==> src/hw/spf_map.svh <==
// constants of the serial paged flash write port
// assumes inclusion by bare name from the flash port module source
`ifndef SPF_MAP_SVH
`define SPF_MAP_SVH
`define SPF_WRITE_ENABLE_CMD   8'h06
`define SPF_WRITE_DISABLE_CMD  8'h04
`define SPF_STATUS_READ_CMD    8'h05
`define SPF_PAGE_WRITE_CMD     8'h0a
`define SPF_PAGE_PROGRAM_CMD   8'h02
`define SPF_PAGE_ERASE_CMD     8'hdb
`define SPF_SECTOR_ERASE_CMD   8'hd8
`define SPF_BUSY_BIT           0
`define SPF_WEL_BIT            1
`define SPF_PINS_IDLE          5'h0b
`define SPF_ERASED_BYTE        8'hff
`define SPF_MEM_BYTES          524288
`define SPF_PAGE_BYTES         256
`define SPF_FIFO_DEPTH         8
`define SPF_CLK_MHZ            25
`define SPF_T_PW_US            11000
`define SPF_T_PP_US            1200
`define SPF_T_PE_US            10000
`define SPF_T_SE_US            1000000
`endif

==> src/hw/spf_pkg.sv <==
// types of the serial paged flash write port
// assumes spf_map.svh on the include path
package spf_pkg;
	typedef enum logic [4:0] {
		SPF_IDLE  = 5'h01,
		SPF_MERGE = 5'h02,
		SPF_ERASE = 5'h04,
		SPF_PROG  = 5'h08,
		SPF_WAIT  = 5'h10
	} spf_state_t;
	typedef enum logic [1:0] {
		SPF_OP_PW = 2'h0,
		SPF_OP_PP = 2'h1,
		SPF_OP_PE = 2'h2,
		SPF_OP_SE = 2'h3
	} spf_op_t;
	typedef struct packed {
		logic [7:0] offset;
		logic [7:0] data;
	} spf_wr_t;
	typedef struct packed {
		logic sclk;
		logic cs_n;
		logic mosi;
		logic rst_n;
		logic wp_n;
	} spf_pins_t;
endpackage

==> src/hw/spf_flash_port.sv <==
// serial paged flash write port: pin front end, page buffer, write engine
// assumes serial pins asynchronous to clk_sys_i, sclk well below clk/4
//
// Functional notes
// serial output bit changes after each serial clock falling edge.
// instruction, address and data bits captured on serial clock rising edge.
// select high deselects and puts serial output in high impedance.
// deselected with no internal cycle means standby; select low is active.
// no instruction accepted until a select falling edge after power-up; status read is still answered before it.
// reset pin low while idle gives reset state, outputs high impedance.
// reset pin low during an internal cycle leaves that cycle running.
// write protect low refuses modification of the lowest 256 pages.
// write protect high makes the lowest pages modifiable like others.
// both clock idle levels work; rising samples, falling drives.
// master sends write enable, then instruction, three address bytes, data.
// one sequence carries up to 256 bytes inside one page.
// page write is select low, instruction, address, data, select high.
// data bytes enter page buffer starting at the lowest address byte.
// select rising edge ending a page write starts the internal cycle.
// page write merges old page, erases it, then programs from buffer.
// page program only clears bits to zero, never sets erased bits.
// busy flag visible during internal cycles for master polling.
// master should send a whole run of page bytes in one sequence.
// master should hold reset low until supply is valid.
// array is 8 sectors of 256 pages; page or sector erase.
// modifying and enable instructions rejected unless select ends on a byte.
// busy set when cycle begins, cleared when it ends; read-only bits.
// write enable needed; latch cleared by reset, disable, cycle completion.
// everything shifted most significant bit first.
// a buffer byte loaded twice keeps the last value.
`timescale 1ns/1ps
`include "spf_map.svh"

////////////////////////////////////////////////////////////////////////////////
module spf_fifo #(
	parameter int W = 16,
	parameter int D = 8
) (
	input  wire logic         clk_sys_i,
	input  wire logic         rstn_i,
	input  wire logic         in_valid_i,
	output logic              in_ready_o,
	input  wire logic [W-1:0] in_data_i,
	output logic              out_valid_o,
	input  wire logic         out_ready_i,
	output logic [W-1:0]      out_data_o
);
	localparam int AW = $clog2(D);
	logic [W-1:0] store [0:D-1];
	logic [AW-1:0] wr_ptr_reg;
	logic [AW-1:0] rd_ptr_reg;
	logic [AW:0]   count_reg;
	logic          push;
	logic          pop;

	// depth must be a power of two so the pointers wrap by themselves
	assign in_ready_o  = (count_reg != (AW+1)'(D));
	assign out_valid_o = (count_reg != '0);
	assign out_data_o  = store[rd_ptr_reg];
	assign push        = in_valid_i & in_ready_o;
	assign pop         = out_valid_o & out_ready_i;

	always_ff @(posedge clk_sys_i) begin
		if (push) begin
			store[wr_ptr_reg] <= in_data_i;
		end
	end

	always_ff @(posedge clk_sys_i) begin
		if (!rstn_i) begin
			wr_ptr_reg <= '0;
			rd_ptr_reg <= '0;
			count_reg  <= '0;
		end else begin
			if (push) begin
				wr_ptr_reg <= wr_ptr_reg + 1'b1;
			end
			if (pop) begin
				rd_ptr_reg <= rd_ptr_reg + 1'b1;
			end
			if (push && !pop) begin
				count_reg <= count_reg + 1'b1;
			end else if (pop && !push) begin
				count_reg <= count_reg - 1'b1;
			end
		end
	end
endmodule

////////////////////////////////////////////////////////////////////////////////
module spf_flash_port
	import spf_pkg::*;
#(
	parameter int unsigned PW_CYC = `SPF_T_PW_US * `SPF_CLK_MHZ,
	parameter int unsigned PP_CYC = `SPF_T_PP_US * `SPF_CLK_MHZ,
	parameter int unsigned PE_CYC = `SPF_T_PE_US * `SPF_CLK_MHZ,
	parameter int unsigned SE_CYC = `SPF_T_SE_US * `SPF_CLK_MHZ
) (
	input  wire logic clk_sys_i,
	input  wire logic rstn_i,
	input  wire logic sclk_i,
	input  wire logic cs_n_i,
	input  wire logic mosi_i,
	input  wire logic rst_pin_n_i,
	input  wire logic wp_n_i,
	output logic      miso_o,
	output logic      miso_oe_n_o,
	output logic      busy_o,
	output logic      wel_o,
	output logic      standby_o
);
	logic [7:0]  mem [0:`SPF_MEM_BYTES-1];
	logic [7:0]  page_buf [0:`SPF_PAGE_BYTES-1];
	logic [255:0] loaded_reg;
	spf_pins_t   s1_reg, s2_reg, s3_reg;
	logic        sclk_rise, sclk_fall, cs_fall, cs_rise, sel, pin_rst;
	logic [2:0]  bit_cnt_reg;
	logic [8:0]  byte_cnt_reg;
	logic [7:0]  shift_reg, opcode_reg, offset_reg;
	logic [23:0] addr_reg;
	logic [7:0]  in_byte;
	logic        armed_reg, overrun_reg, wel_reg, busy_reg, start_reg;
	logic        miso_reg, oe_n_reg, standby_reg;
	logic        exec, prot, is_data_op, byte_done;
	spf_op_t     op_reg, op_next;
	logic [18:0] op_addr_reg;
	logic        op_ok;
	spf_state_t  state_reg;
	logic [15:0] idx_reg;
	logic [31:0] timer_reg, dur;
	logic        last_byte, done;
	spf_wr_t     push_data, pop_data;
	logic        push_valid, push_ready, pop_valid, pop_ready;
	logic [18:0] page_addr, erase_addr;
	logic [7:0]  status;
	logic [1:0]  fill_reg;
	logic        pins_ok;

	////////////////////////////////////////////////////////////////////////
	// pin synchronisers; stage one feeds stage two only
	always_ff @(posedge clk_sys_i) begin
		if (!rstn_i) begin
			s1_reg <= `SPF_PINS_IDLE;
			s2_reg <= `SPF_PINS_IDLE;
			s3_reg <= `SPF_PINS_IDLE;
		end else begin
			s1_reg <= {sclk_i, cs_n_i, mosi_i, rst_pin_n_i, wp_n_i};
			s2_reg <= s1_reg;
			s3_reg <= s2_reg;
		end
	end

	// reset values are not the pins; no edges until stage three holds a pin
	always_ff @(posedge clk_sys_i) begin
		if (!rstn_i) begin
			fill_reg <= 2'h0;
		end else if (fill_reg != 2'h3) begin
			fill_reg <= fill_reg + 2'h1;
		end
	end
	assign pins_ok = (fill_reg == 2'h3);

	// edges only; idle clock level never matters
	assign sclk_rise = pins_ok & s2_reg.sclk & ~s3_reg.sclk;
	assign sclk_fall = pins_ok & ~s2_reg.sclk & s3_reg.sclk;
	assign cs_fall   = pins_ok & ~s2_reg.cs_n & s3_reg.cs_n;
	assign cs_rise   = pins_ok & s2_reg.cs_n & ~s3_reg.cs_n;
	assign sel       = ~s2_reg.cs_n & ~pin_rst;
	assign pin_rst   = ~s2_reg.rst_n;
	assign in_byte   = {shift_reg[6:0], s2_reg.mosi};
	assign byte_done = sel & sclk_rise & (bit_cnt_reg == 3'h7);
	assign is_data_op = (opcode_reg == `SPF_PAGE_WRITE_CMD) ||
		(opcode_reg == `SPF_PAGE_PROGRAM_CMD);

	////////////////////////////////////////////////////////////////////////
	// frame shifter
	always_ff @(posedge clk_sys_i) begin
		if (!rstn_i || pin_rst) begin
			bit_cnt_reg  <= 3'h0;
			byte_cnt_reg <= 9'h000;
			shift_reg    <= 8'h00;
			opcode_reg   <= 8'h00;
			addr_reg     <= 24'h000000;
			offset_reg   <= 8'h00;
		end else if (cs_fall) begin
			bit_cnt_reg  <= 3'h0;
			byte_cnt_reg <= 9'h000;
		end else if (sel && sclk_rise) begin
			shift_reg   <= in_byte;
			bit_cnt_reg <= bit_cnt_reg + 3'h1;
			if (bit_cnt_reg == 3'h7) begin
				if (byte_cnt_reg != 9'h1ff) begin
					byte_cnt_reg <= byte_cnt_reg + 9'h001;
				end
				if (byte_cnt_reg == 9'h000) begin
					opcode_reg <= in_byte;
				end else if (byte_cnt_reg < 9'h004) begin
					addr_reg <= {addr_reg[15:0], in_byte};
				end
				if (byte_cnt_reg == 9'h003) begin
					offset_reg <= in_byte;
				end else if (push_valid) begin
					offset_reg <= offset_reg + 8'h01;
				end
			end
		end
	end

	// data bytes only while idle; array access during a cycle is ignored
	assign push_valid = byte_done && (byte_cnt_reg >= 9'h004) &&
		is_data_op && !busy_reg && armed_reg;
	assign push_data  = '{offset: offset_reg, data: in_byte};

	always_ff @(posedge clk_sys_i) begin
		if (!rstn_i) begin
			armed_reg   <= 1'b0;
			overrun_reg <= 1'b0;
		end else begin
			if (cs_fall) begin
				armed_reg <= 1'b1;
			end
			// a byte the buffer could not take spoils the whole sequence
			if (push_valid && !push_ready) begin
				overrun_reg <= 1'b1;
			end else if (cs_fall) begin
				overrun_reg <= 1'b0;
			end
		end
	end

	////////////////////////////////////////////////////////////////////////
	// sequence end decode
	assign exec = cs_rise && armed_reg && !pin_rst && !busy_reg &&
		(bit_cnt_reg == 3'h0) && !overrun_reg;
	assign prot = ~s2_reg.wp_n && (addr_reg[18:16] == 3'h0);

	always_comb begin
		op_next = SPF_OP_PW;
		op_ok   = 1'b0;
		case (opcode_reg)
			`SPF_PAGE_WRITE_CMD: begin
				op_next = SPF_OP_PW;
				op_ok   = (byte_cnt_reg >= 9'h005);
			end
			`SPF_PAGE_PROGRAM_CMD: begin
				op_next = SPF_OP_PP;
				op_ok   = (byte_cnt_reg >= 9'h005);
			end
			`SPF_PAGE_ERASE_CMD: begin
				op_next = SPF_OP_PE;
				op_ok   = (byte_cnt_reg == 9'h004);
			end
			`SPF_SECTOR_ERASE_CMD: begin
				op_next = SPF_OP_SE;
				op_ok   = (byte_cnt_reg == 9'h004);
			end
			default: begin
				op_next = SPF_OP_PW;
				op_ok   = 1'b0;
			end
		endcase
	end

	always_ff @(posedge clk_sys_i) begin
		if (!rstn_i || pin_rst) begin
			wel_reg <= 1'b0;
		end else if (done) begin
			wel_reg <= 1'b0;
		end else if (exec && byte_cnt_reg == 9'h001) begin
			if (opcode_reg == `SPF_WRITE_ENABLE_CMD) begin
				wel_reg <= 1'b1;
			end else if (opcode_reg == `SPF_WRITE_DISABLE_CMD) begin
				wel_reg <= 1'b0;
			end
		end
	end

	// busy and the engine ignore the reset pin so a running cycle completes
	always_ff @(posedge clk_sys_i) begin
		if (!rstn_i) begin
			busy_reg    <= 1'b0;
			start_reg   <= 1'b0;
			op_reg      <= SPF_OP_PW;
			op_addr_reg <= 19'h00000;
		end else if (done) begin
			busy_reg <= 1'b0;
		end else if (exec && op_ok && wel_reg && !prot) begin
			busy_reg    <= 1'b1;
			start_reg   <= 1'b1;
			op_reg      <= op_next;
			op_addr_reg <= addr_reg[18:0];
		end else if (state_reg != SPF_IDLE) begin
			start_reg <= 1'b0;
		end
	end

	////////////////////////////////////////////////////////////////////////
	// byte path into the page buffer
	spf_fifo #(
		.W ($bits(spf_wr_t)),
		.D (`SPF_FIFO_DEPTH)
	) u_fifo (
		.clk_sys_i   (clk_sys_i),
		.rstn_i      (rstn_i),
		.in_valid_i  (push_valid),
		.in_ready_o  (push_ready),
		.in_data_i   (push_data),
		.out_valid_o (pop_valid),
		.out_ready_i (pop_ready),
		.out_data_o  (pop_data)
	);

	// the engine owns the buffer, so draining stalls while it runs
	assign pop_ready = (state_reg == SPF_IDLE);

	always_ff @(posedge clk_sys_i) begin
		if (!rstn_i || (cs_fall && !busy_reg)) begin
			loaded_reg <= '0;
		end else if (pop_valid && pop_ready) begin
			loaded_reg[pop_data.offset] <= 1'b1;
		end
	end

	////////////////////////////////////////////////////////////////////////
	// write engine
	always_comb begin
		case (op_reg)
			SPF_OP_PW: dur = PW_CYC;
			SPF_OP_PP: dur = PP_CYC;
			SPF_OP_PE: dur = PE_CYC;
			default:   dur = SE_CYC;
		endcase
	end

	assign last_byte = (op_reg == SPF_OP_SE && state_reg == SPF_ERASE) ?
		(idx_reg == 16'hffff) : (idx_reg[7:0] == 8'hff);
	assign done       = (state_reg == SPF_WAIT) && (timer_reg >= dur);
	assign page_addr  = {op_addr_reg[18:8], idx_reg[7:0]};
	assign erase_addr = (op_reg == SPF_OP_SE) ?
		{op_addr_reg[18:16], idx_reg} : page_addr;

	always_ff @(posedge clk_sys_i) begin
		if (!rstn_i) begin
			state_reg <= SPF_IDLE;
			idx_reg   <= 16'h0000;
			timer_reg <= 32'h00000000;
		end else begin
			timer_reg <= timer_reg + 32'h00000001;
			idx_reg   <= idx_reg + 16'h0001;
			case (state_reg)
				SPF_IDLE: begin
					idx_reg   <= 16'h0000;
					timer_reg <= 32'h00000000;
					if (start_reg && !pop_valid) begin
						case (op_reg)
							SPF_OP_PW: state_reg <= SPF_MERGE;
							SPF_OP_PP: state_reg <= SPF_PROG;
							default:   state_reg <= SPF_ERASE;
						endcase
					end
				end
				SPF_MERGE: begin
					if (last_byte) begin
						state_reg <= SPF_ERASE;
						idx_reg   <= 16'h0000;
					end
				end
				SPF_ERASE: begin
					if (last_byte) begin
						idx_reg   <= 16'h0000;
						state_reg <= (op_reg == SPF_OP_PW) ?
							SPF_PROG : SPF_WAIT;
					end
				end
				SPF_PROG: begin
					if (last_byte) begin
						state_reg <= SPF_WAIT;
					end
				end
				SPF_WAIT: begin
					if (done) begin
						state_reg <= SPF_IDLE;
					end
				end
				default: begin
					state_reg <= SPF_IDLE;
				end
			endcase
		end
	end

	// array and buffer have no reset; contents are data, not control
	always_ff @(posedge clk_sys_i) begin
		if (pop_valid && pop_ready) begin
			page_buf[pop_data.offset] <= pop_data.data;
		end
		case (state_reg)
			SPF_MERGE: begin
				if (!loaded_reg[idx_reg[7:0]]) begin
					page_buf[idx_reg[7:0]] <= mem[page_addr];
				end
			end
			SPF_ERASE: begin
				mem[erase_addr] <= `SPF_ERASED_BYTE;
			end
			SPF_PROG: begin
				if (op_reg == SPF_OP_PW) begin
					mem[page_addr] <= page_buf[idx_reg[7:0]];
				end else if (loaded_reg[idx_reg[7:0]]) begin
					mem[page_addr] <= mem[page_addr] &
						page_buf[idx_reg[7:0]];
				end
			end
			default: begin
			end
		endcase
	end

	////////////////////////////////////////////////////////////////////////
	// serial output and status pins
	always_comb begin
		status = 8'h00;
		status[`SPF_BUSY_BIT] = busy_reg;
		status[`SPF_WEL_BIT]  = wel_reg;
	end

	always_ff @(posedge clk_sys_i) begin
		if (!rstn_i) begin
			miso_reg    <= 1'b0;
			oe_n_reg    <= 1'b1;
			standby_reg <= 1'b1;
		end else begin
			oe_n_reg    <= ~sel;
			standby_reg <= s2_reg.cs_n & ~busy_reg;
			if (sel && sclk_fall && byte_cnt_reg != 9'h000 &&
				opcode_reg == `SPF_STATUS_READ_CMD) begin
				miso_reg <= status[~bit_cnt_reg];
			end
		end
	end

	assign miso_o      = miso_reg;
	assign miso_oe_n_o = oe_n_reg;
	assign busy_o      = busy_reg;
	assign wel_o       = wel_reg;
	assign standby_o   = standby_reg;
endmodule

==> config.mk <==
export PLATFORM = sky130hd
export DESIGN_NAME = spf_flash_port
export DESIGN_NICKNAME = d
export VERILOG_FILES = /design/src/hw/spf_pkg.sv /design/src/hw/spf_flash_port.sv
export VERILOG_INCLUDE_DIRS = /design/src /design/src/hw
export SDC_FILE = /design/constraint.sdc
export NUM_CORES = 1
export LEC_CHECK = 0
export BUFFER_PORTS_ARGS = -buffer_cell sky130_fd_sc_hd__buf_4
export CAP_MARGIN = 30
export CORE_MARGIN = 2
export CORE_UTILIZATION = 55
export DETAILED_ROUTE_END_ITERATION = 7
export PLACE_DENSITY = 0.7
export SLEW_MARGIN = 20
export SYNTH_ARGS = -nofsm -noshare
export SYNTH_HDL_FRONTEND = slang
export SYNTH_SLANG_ARGS = --single-unit
export TNS_END_PERCENT = 50
==> constraint.sdc <==
create_clock -name clk_sys_i -period 4.16 [get_ports clk_sys_i]
set_clock_uncertainty 0.1 [all_clocks]
set_input_delay 0.208 -clock clk_sys_i [delete_from_list [all_inputs] [get_ports clk_sys_i]]
set_output_delay 0.208 -clock clk_sys_i [all_outputs]
set_load 0.01 [all_outputs]
==> flow_summary.toml, run 1 <==
[grt]
grt_pass1_wl_um = 19400
grt-ovfl-total = 0
grt_util_all_layers_pct = 21.6
grt_pass1_vias = 4399
grt_max_degree = 29
antenna_found_initial = 0

[placement]
routabilityCongestion = 0.831
port_buffers = 11
hpwl_um = 7800
dp_cells = 768
placed_cell_area_um2 = 6000

[routing]
drt-initial-drc-count = 211
drc = 0
vias = 4419
wire_per_inst_um = 13.8
ant_nets = 0
wl_um = 11200
drt_first_pass_iters = 4
viasPerCell = 5.45

[finish]
largest_reg_flops = 32
nets = 711
final_cell_area_um2 = 6710
final-seq-area_um2 = 2340
multiInputGateArea_um2 = 3310
fillers = 868
area_growth_pct = 15.3
postLayoutCoreUtil_pct = 65.3
drive_above_1_share_pct = 9.63
instances_no_fill = 811
diodes = 0

[yosys]
async_flop_share_pct = 0
synth_cells = 638
ys_seq_elements = 117
yosys.area.top_type = "dfxtp_1"
ys_top_cells_by_count = "nor2_1, dfxtp_1, nand2_1"
syn-num-nets = 687
ys_seq_area_share_pct = 40.3
synth.top_cell.area_share_pct = 40.3
post-synth-top-count-cell = "nor2_1"
synth.area.top_cells = "dfxtp_1, ha_1, nor2_1, mux2i_1, xor2_1"
synth.distinct_cells = 64
syn_area_um2 = 5820
synth_edf_count = 0
synth_area_per_cell_um2 = 9.12
ys_warn_count = 0
ys.flop_type = "dfxtp_1"

[clock_tree]
clock_latency_ps = 530
cts_root_buf = "clkbuf_8"
clk_path_buf_depth = 2
cts_htree_levels = 4
cts_resized = 0
cts.sinks = 117
cts_tree = "done"
cts-hold-fix-buffers = 11
cts_made_buffers = 17
post_cts_buffers = 0
clk_pin_slew_ps = 60

[setup_path]
end_kind = "flop"
crit_fanout = 4
critPathArrivalTime_ps = 3770
cp_data_required_time_ps = 4510
critPathKind = "reg -> reg"
start_kind = "flop"

[timing]
rsz0062_at_grt = "no"
worstMarginPinSlew_ps = 841
setup_violations = 0
min_period_ps = 3430
fin_setup_tns_ps = 0
hold_ws_ps = 312
fmax_mhz = 292
min_period_over_period_pct = 82.3
relSlewSlack_pct = 43.8
slew_violations = 0
hold_viol_final = 0

[power_and_ir_drop]
leakage_uw = 0.00265
power_switching_share_pct = 23.2
peakVddDrop_uv = 456
p_comb_share_pct = 9.6
p_seq_share_pct = 40.7
intPower_uw = 2260
power_switching_uw = 685
clkPwrFrac_pct = 49.7
power_density_nw_per_um2 = 439

[outcome]
status = "completed"

[job]
drv_cap = 0

[floorplan]
core_um2 = 10300
dieHeight_um = 107
io_pins = 12
die_w_um = 107
core.rowCount = 37
die_area_um2 = 11400
initial_core_util_pct = 56.6

[min_path]
hold_path_class = "reg -> reg"
## cell usage in the layout, fill, tap and decap left out, types with 3 or more instances in the layout
cell / Yosys / final
clkinv_2: 0 / 3
nand2b_1: 10 / 10
ha_1: 41 / 41
inv_1: 20 / 20
and2_1: 9 / 9
nor2b_1: 4 / 4
nand2_1: 46 / 46
dfxtp_1: 117 / 117
nor3_1: 10 / 10
or3_1: 6 / 6
dlygate4sd3_1: 0 / 11
a21o_1: 3 / 3
clkbuf_8: 0 / 5
nor2_1: 119 / 119
nand3_1: 17 / 17
and3_1: 10 / 10
bufinv_16: 0 / 3
clkbuf_1: 11 / 3
nor4_1: 5 / 5
xor2_1: 32 / 32
mux2i_1: 35 / 35
buf_4: 2 / 11
or4_1: 3 / 3
o21ai_0: 16 / 16
a211oi_1: 4 / 4
nor3_2: 3 / 3
clkbuf_16: 0 / 16
and4_1: 6 / 6
nand4_1: 13 / 13
xnor2_1: 23 / 23
nand3b_1: 3 / 3
a21oi_1: 20 / 20
## metal layers
layer	track usage (%)	vias to the layer above	part of all wire, %
li1	-	2251	-
met4	9.83	0	2.4
met1	24.3	2085	45
met3	6.69	24	3.3
met2	37.4	59	50
met5	0	-	0
## cells by family after synthesis
kind of cell | Yosys count | synth area share [%]
AOI/OAI and AO/OA | 63 | 7.63
xor gates and xnor gates | 55 | 8.28
adders and majority gates | 42 | 9.16
buffers and inverters | 39 | 2.86
DFF | 117 | 40.3
muxes | 36 | 6.22
and+or+nand+nor | 286 | 25.6
## critical path, stage by stage (launching register included)
cell       delay, ps
dfxtp_1          310
or4_1            530
or3_1            430
nand4bb_1        270
a21oi_1          160
ha_1             200
inv_1             90
ha_1             290
a21o_1           190
a21oi_1          160
xnor2_1          100
or3_1            320
a21oi_1          170
## path summary, 6_finish.rpt
path | endpoint | slack, ps | depth (start not counted) | from
worst min register to register | s2_reg[0] | 310 | 1 | s1_reg[0]
worst max register to register | u_fifo.count_reg[3] | 730 | 12 | opcode_reg[4]
worst min-delay path | s2_reg[0] | 310 | 1 | s1_reg[0]
worst max-delay path | u_fifo.count_reg[3] | 730 | 12 | opcode_reg[4]
## area by class of cell
type	instances	share of cell area [%]
Sequential cell	117	34.9
Multi-Input combinational cell	482	49.3
Inverter	21	1.17
Timing Repair Buffer	23	3.10
Clock inverter	8	1.81
Clock buffer	24	7.16
Tap cell	136	2.54
## power groups by stage
stage,clock network [µW],logic (µW),registers [µW]
6_report,1460,282,1200
4_1_cts,1490,284,1200
5_1_grt,1550,317,1210
3_3_place_gp,0,252,1220
3_5_place_dp,0,269,1220
2_1_floorplan,0,227,1210
## per-stage QoR
stage / power, µW / worst slack (ps)
after floorplan: 1440 / 1090
after global placement: 1470 / 919
after detailed placement: 1490 / 814
after CTS: 2980 / 736
after global routing: 3070 / 594
final: 2950 / 734
(Power assumes the default switching activity.)
==> run 2, diff against run 1 <==
==> constraint.sdc (replaced) <==
create_clock -name clk_sys_i -period 3.3 [get_ports clk_sys_i]
set_clock_uncertainty 0.1 [all_clocks]
set_input_delay 0.165 -clock clk_sys_i [delete_from_list [all_inputs] [get_ports clk_sys_i]]
set_output_delay 0.165 -clock clk_sys_i [all_outputs]
set_load 0.01 [all_outputs]
==> flow_summary.toml, run 2 (synthesis gave the netlist of run 1 again) <==
[finish]
instances_no_fill = 818
drive_above_1_share_pct = 12.2
diodes = 0
area_growth_pct = 16.4
final_cell_mix = "nor2_1, dfxtp_1, nand2_1"
fillers = 839
largest_reg_flops = 32
layout_commonest_cell = "nor2_1"
nets = 719
postLayoutCoreUtil_pct = 65.9

[setup_path]
start_kind = "flop"
crit_fanout = 3
reg2reg_from = "opcode_reg[5]"
r2r_slack_ps = 30
end_kind = "flop"
r2r-end = "u_fifo.count_reg[3]"
critPathArrivalTime_ps = 3630
critPathKind = "reg -> reg"
reg2regPathDepth = 12
cp_data_required_time_ps = 3660

[placement]
routabilityCongestion = 0.852
dp_cells = 771
port_buffers = 11
hpwl_um = 7800

[clock_tree]
cts_htree_levels = 4
cts_tree = "done"
cts_made_buffers = 17
clock_latency_ps = 530
cts.sinks = 117
clk_pin_slew_ps = 60
clk_path_buf_depth = 2
cts_root_buf = "clkbuf_8"

[routing]
wl_um = 11200
wire_per_inst_um = 13.7
drt-initial-drc-count = 85
viasPerCell = 5.46
wl_met2_um = 5670
m1WireLength_um = 4950
wl_met3_um = 358
drc = 0
vias = 4465
routed.top_layer = "met4"
ant_nets = 0
drt_first_pass_iters = 4

[min_path]
min_to = "s2_reg[3]"
hold_path_depth = 1
hold_path_class = "reg -> reg"
hp-start = "s1_reg[3]"

[power_and_ir_drop]
leakage_uw = 0.00269
power.total_uw = 3640
power_density_nw_per_um2 = 538
peakVddDrop_uv = 556

[timing]
worstMarginPinSlew_ps = 834
hold_viol_final = 0
relSlewSlack_pct = 44.3
min_period_ps = 3270
min_period_over_period_pct = 99.2
fmax_mhz = 306
setup_violations = 0
slew_violations = 0
hold_ws_ps = 318

[floorplan]
core_um2 = 10300
io_pins = 12
initial_core_util_pct = 56.6
core.rowCount = 37
dieHeight_um = 107
die_area_um2 = 11400
die_w_um = 107

[grt]
grt_pass1_vias = 4304
grt_util_all_layers_pct = 21.3
grt-ovfl-total = 0
grt_max_degree = 29
antenna_found_initial = 0
grt_pass1_wl_um = 19300

[job]
drv_cap = 0

[outcome]
status = "completed"
## run 2: changes by cell type in the layout (fill, tap and decap cells not counted), sizes merged
cell	previous run	this run
buf	12	20
clkinv	5	7
bufinv	3	2
clkbuf	24	22
## run 2: timing repair
action / in CTS / in global routing
hold buffers: 11 / 0
setup buffers: 1 / 4
setup endpoints to repair: 1 / 1
resized for setup: 2 / 10
pin swaps: 1 / 9
endpoints found under the hold margin: 22 / 0
## run 2: routing by layer
metal | up-vias | track usage (%)
met3 | 14 | 6.75
met2 | 58 | 36.6
met1 | 2127 | 24.2
li1 | 2266 | -
met5 | - | 0
met4 | 0 | 9.09
## run 2: layout make-up
| cell class | count | area [µm²] | share of cell area [%] |
|---|---|---|---|
| Tap cell | 136 | 170 | 2.51 |
| Sequential cell | 117 | 2340 | 34.6 |
| Multi-Input combinational cell | 482 | 3370 | 49.8 |
| Clock buffer | 22 | 443 | 6.54 |
| Timing Repair Buffer | 31 | 260 | 3.84 |
| Clock inverter | 9 | 105 | 1.55 |
| Inverter | 21 | 78.8 | 1.16 |
## run 2: worst max-delay path by stage
stage	from	to	slack, ps	cells past startpoint
6_report	opcode_reg[5]	u_fifo.count_reg[3]	30	12
5_1_grt	opcode_reg[5]	u_fifo.count_reg[3]	-80	12
4_1_cts	opcode_reg[4]	u_fifo.count_reg[3]	20	12
3_5_place_dp	opcode_reg[4]	u_fifo.count_reg[3]	-7	12
3_3_place_gp	opcode_reg[4]	u_fifo.count_reg[3]	110	12
2_1_floorplan	opcode_reg[4]	u_fifo.count_reg[3]	230	12
## run 2: where the power goes
part	internal [µW]	leakage (µW)	total, µW	switching [µW]
clock	1080	0.000269	1710	622
combinational	206	0.00147	419	213
sequential	1460	0.000947	1520	60.7
## run 2: critical path, cell delays in order, from the launching register on
cell	delay (ps)
dfxtp_2	320
or4_4	530
or3_4	350
nand4bb_4	250
a21oi_2	140
ha_2	230
inv_2	70
ha_4	200
a21o_1	160
a21oi_2	200
xnor2_2	120
or3_4	390
a21oi_2	130
## run 2: stage by stage
stage	worst slack, ps	TNS (ps)	area (µm²)
2_1_floorplan	228	0	5820
3_3_place_gp	113	0	6010
3_5_place_dp	-6.62	-6.62	6010
4_1_cts	24.2	0	6690
5_1_grt	-81.0	-81.0	6770
6_report	28.0	0	6770
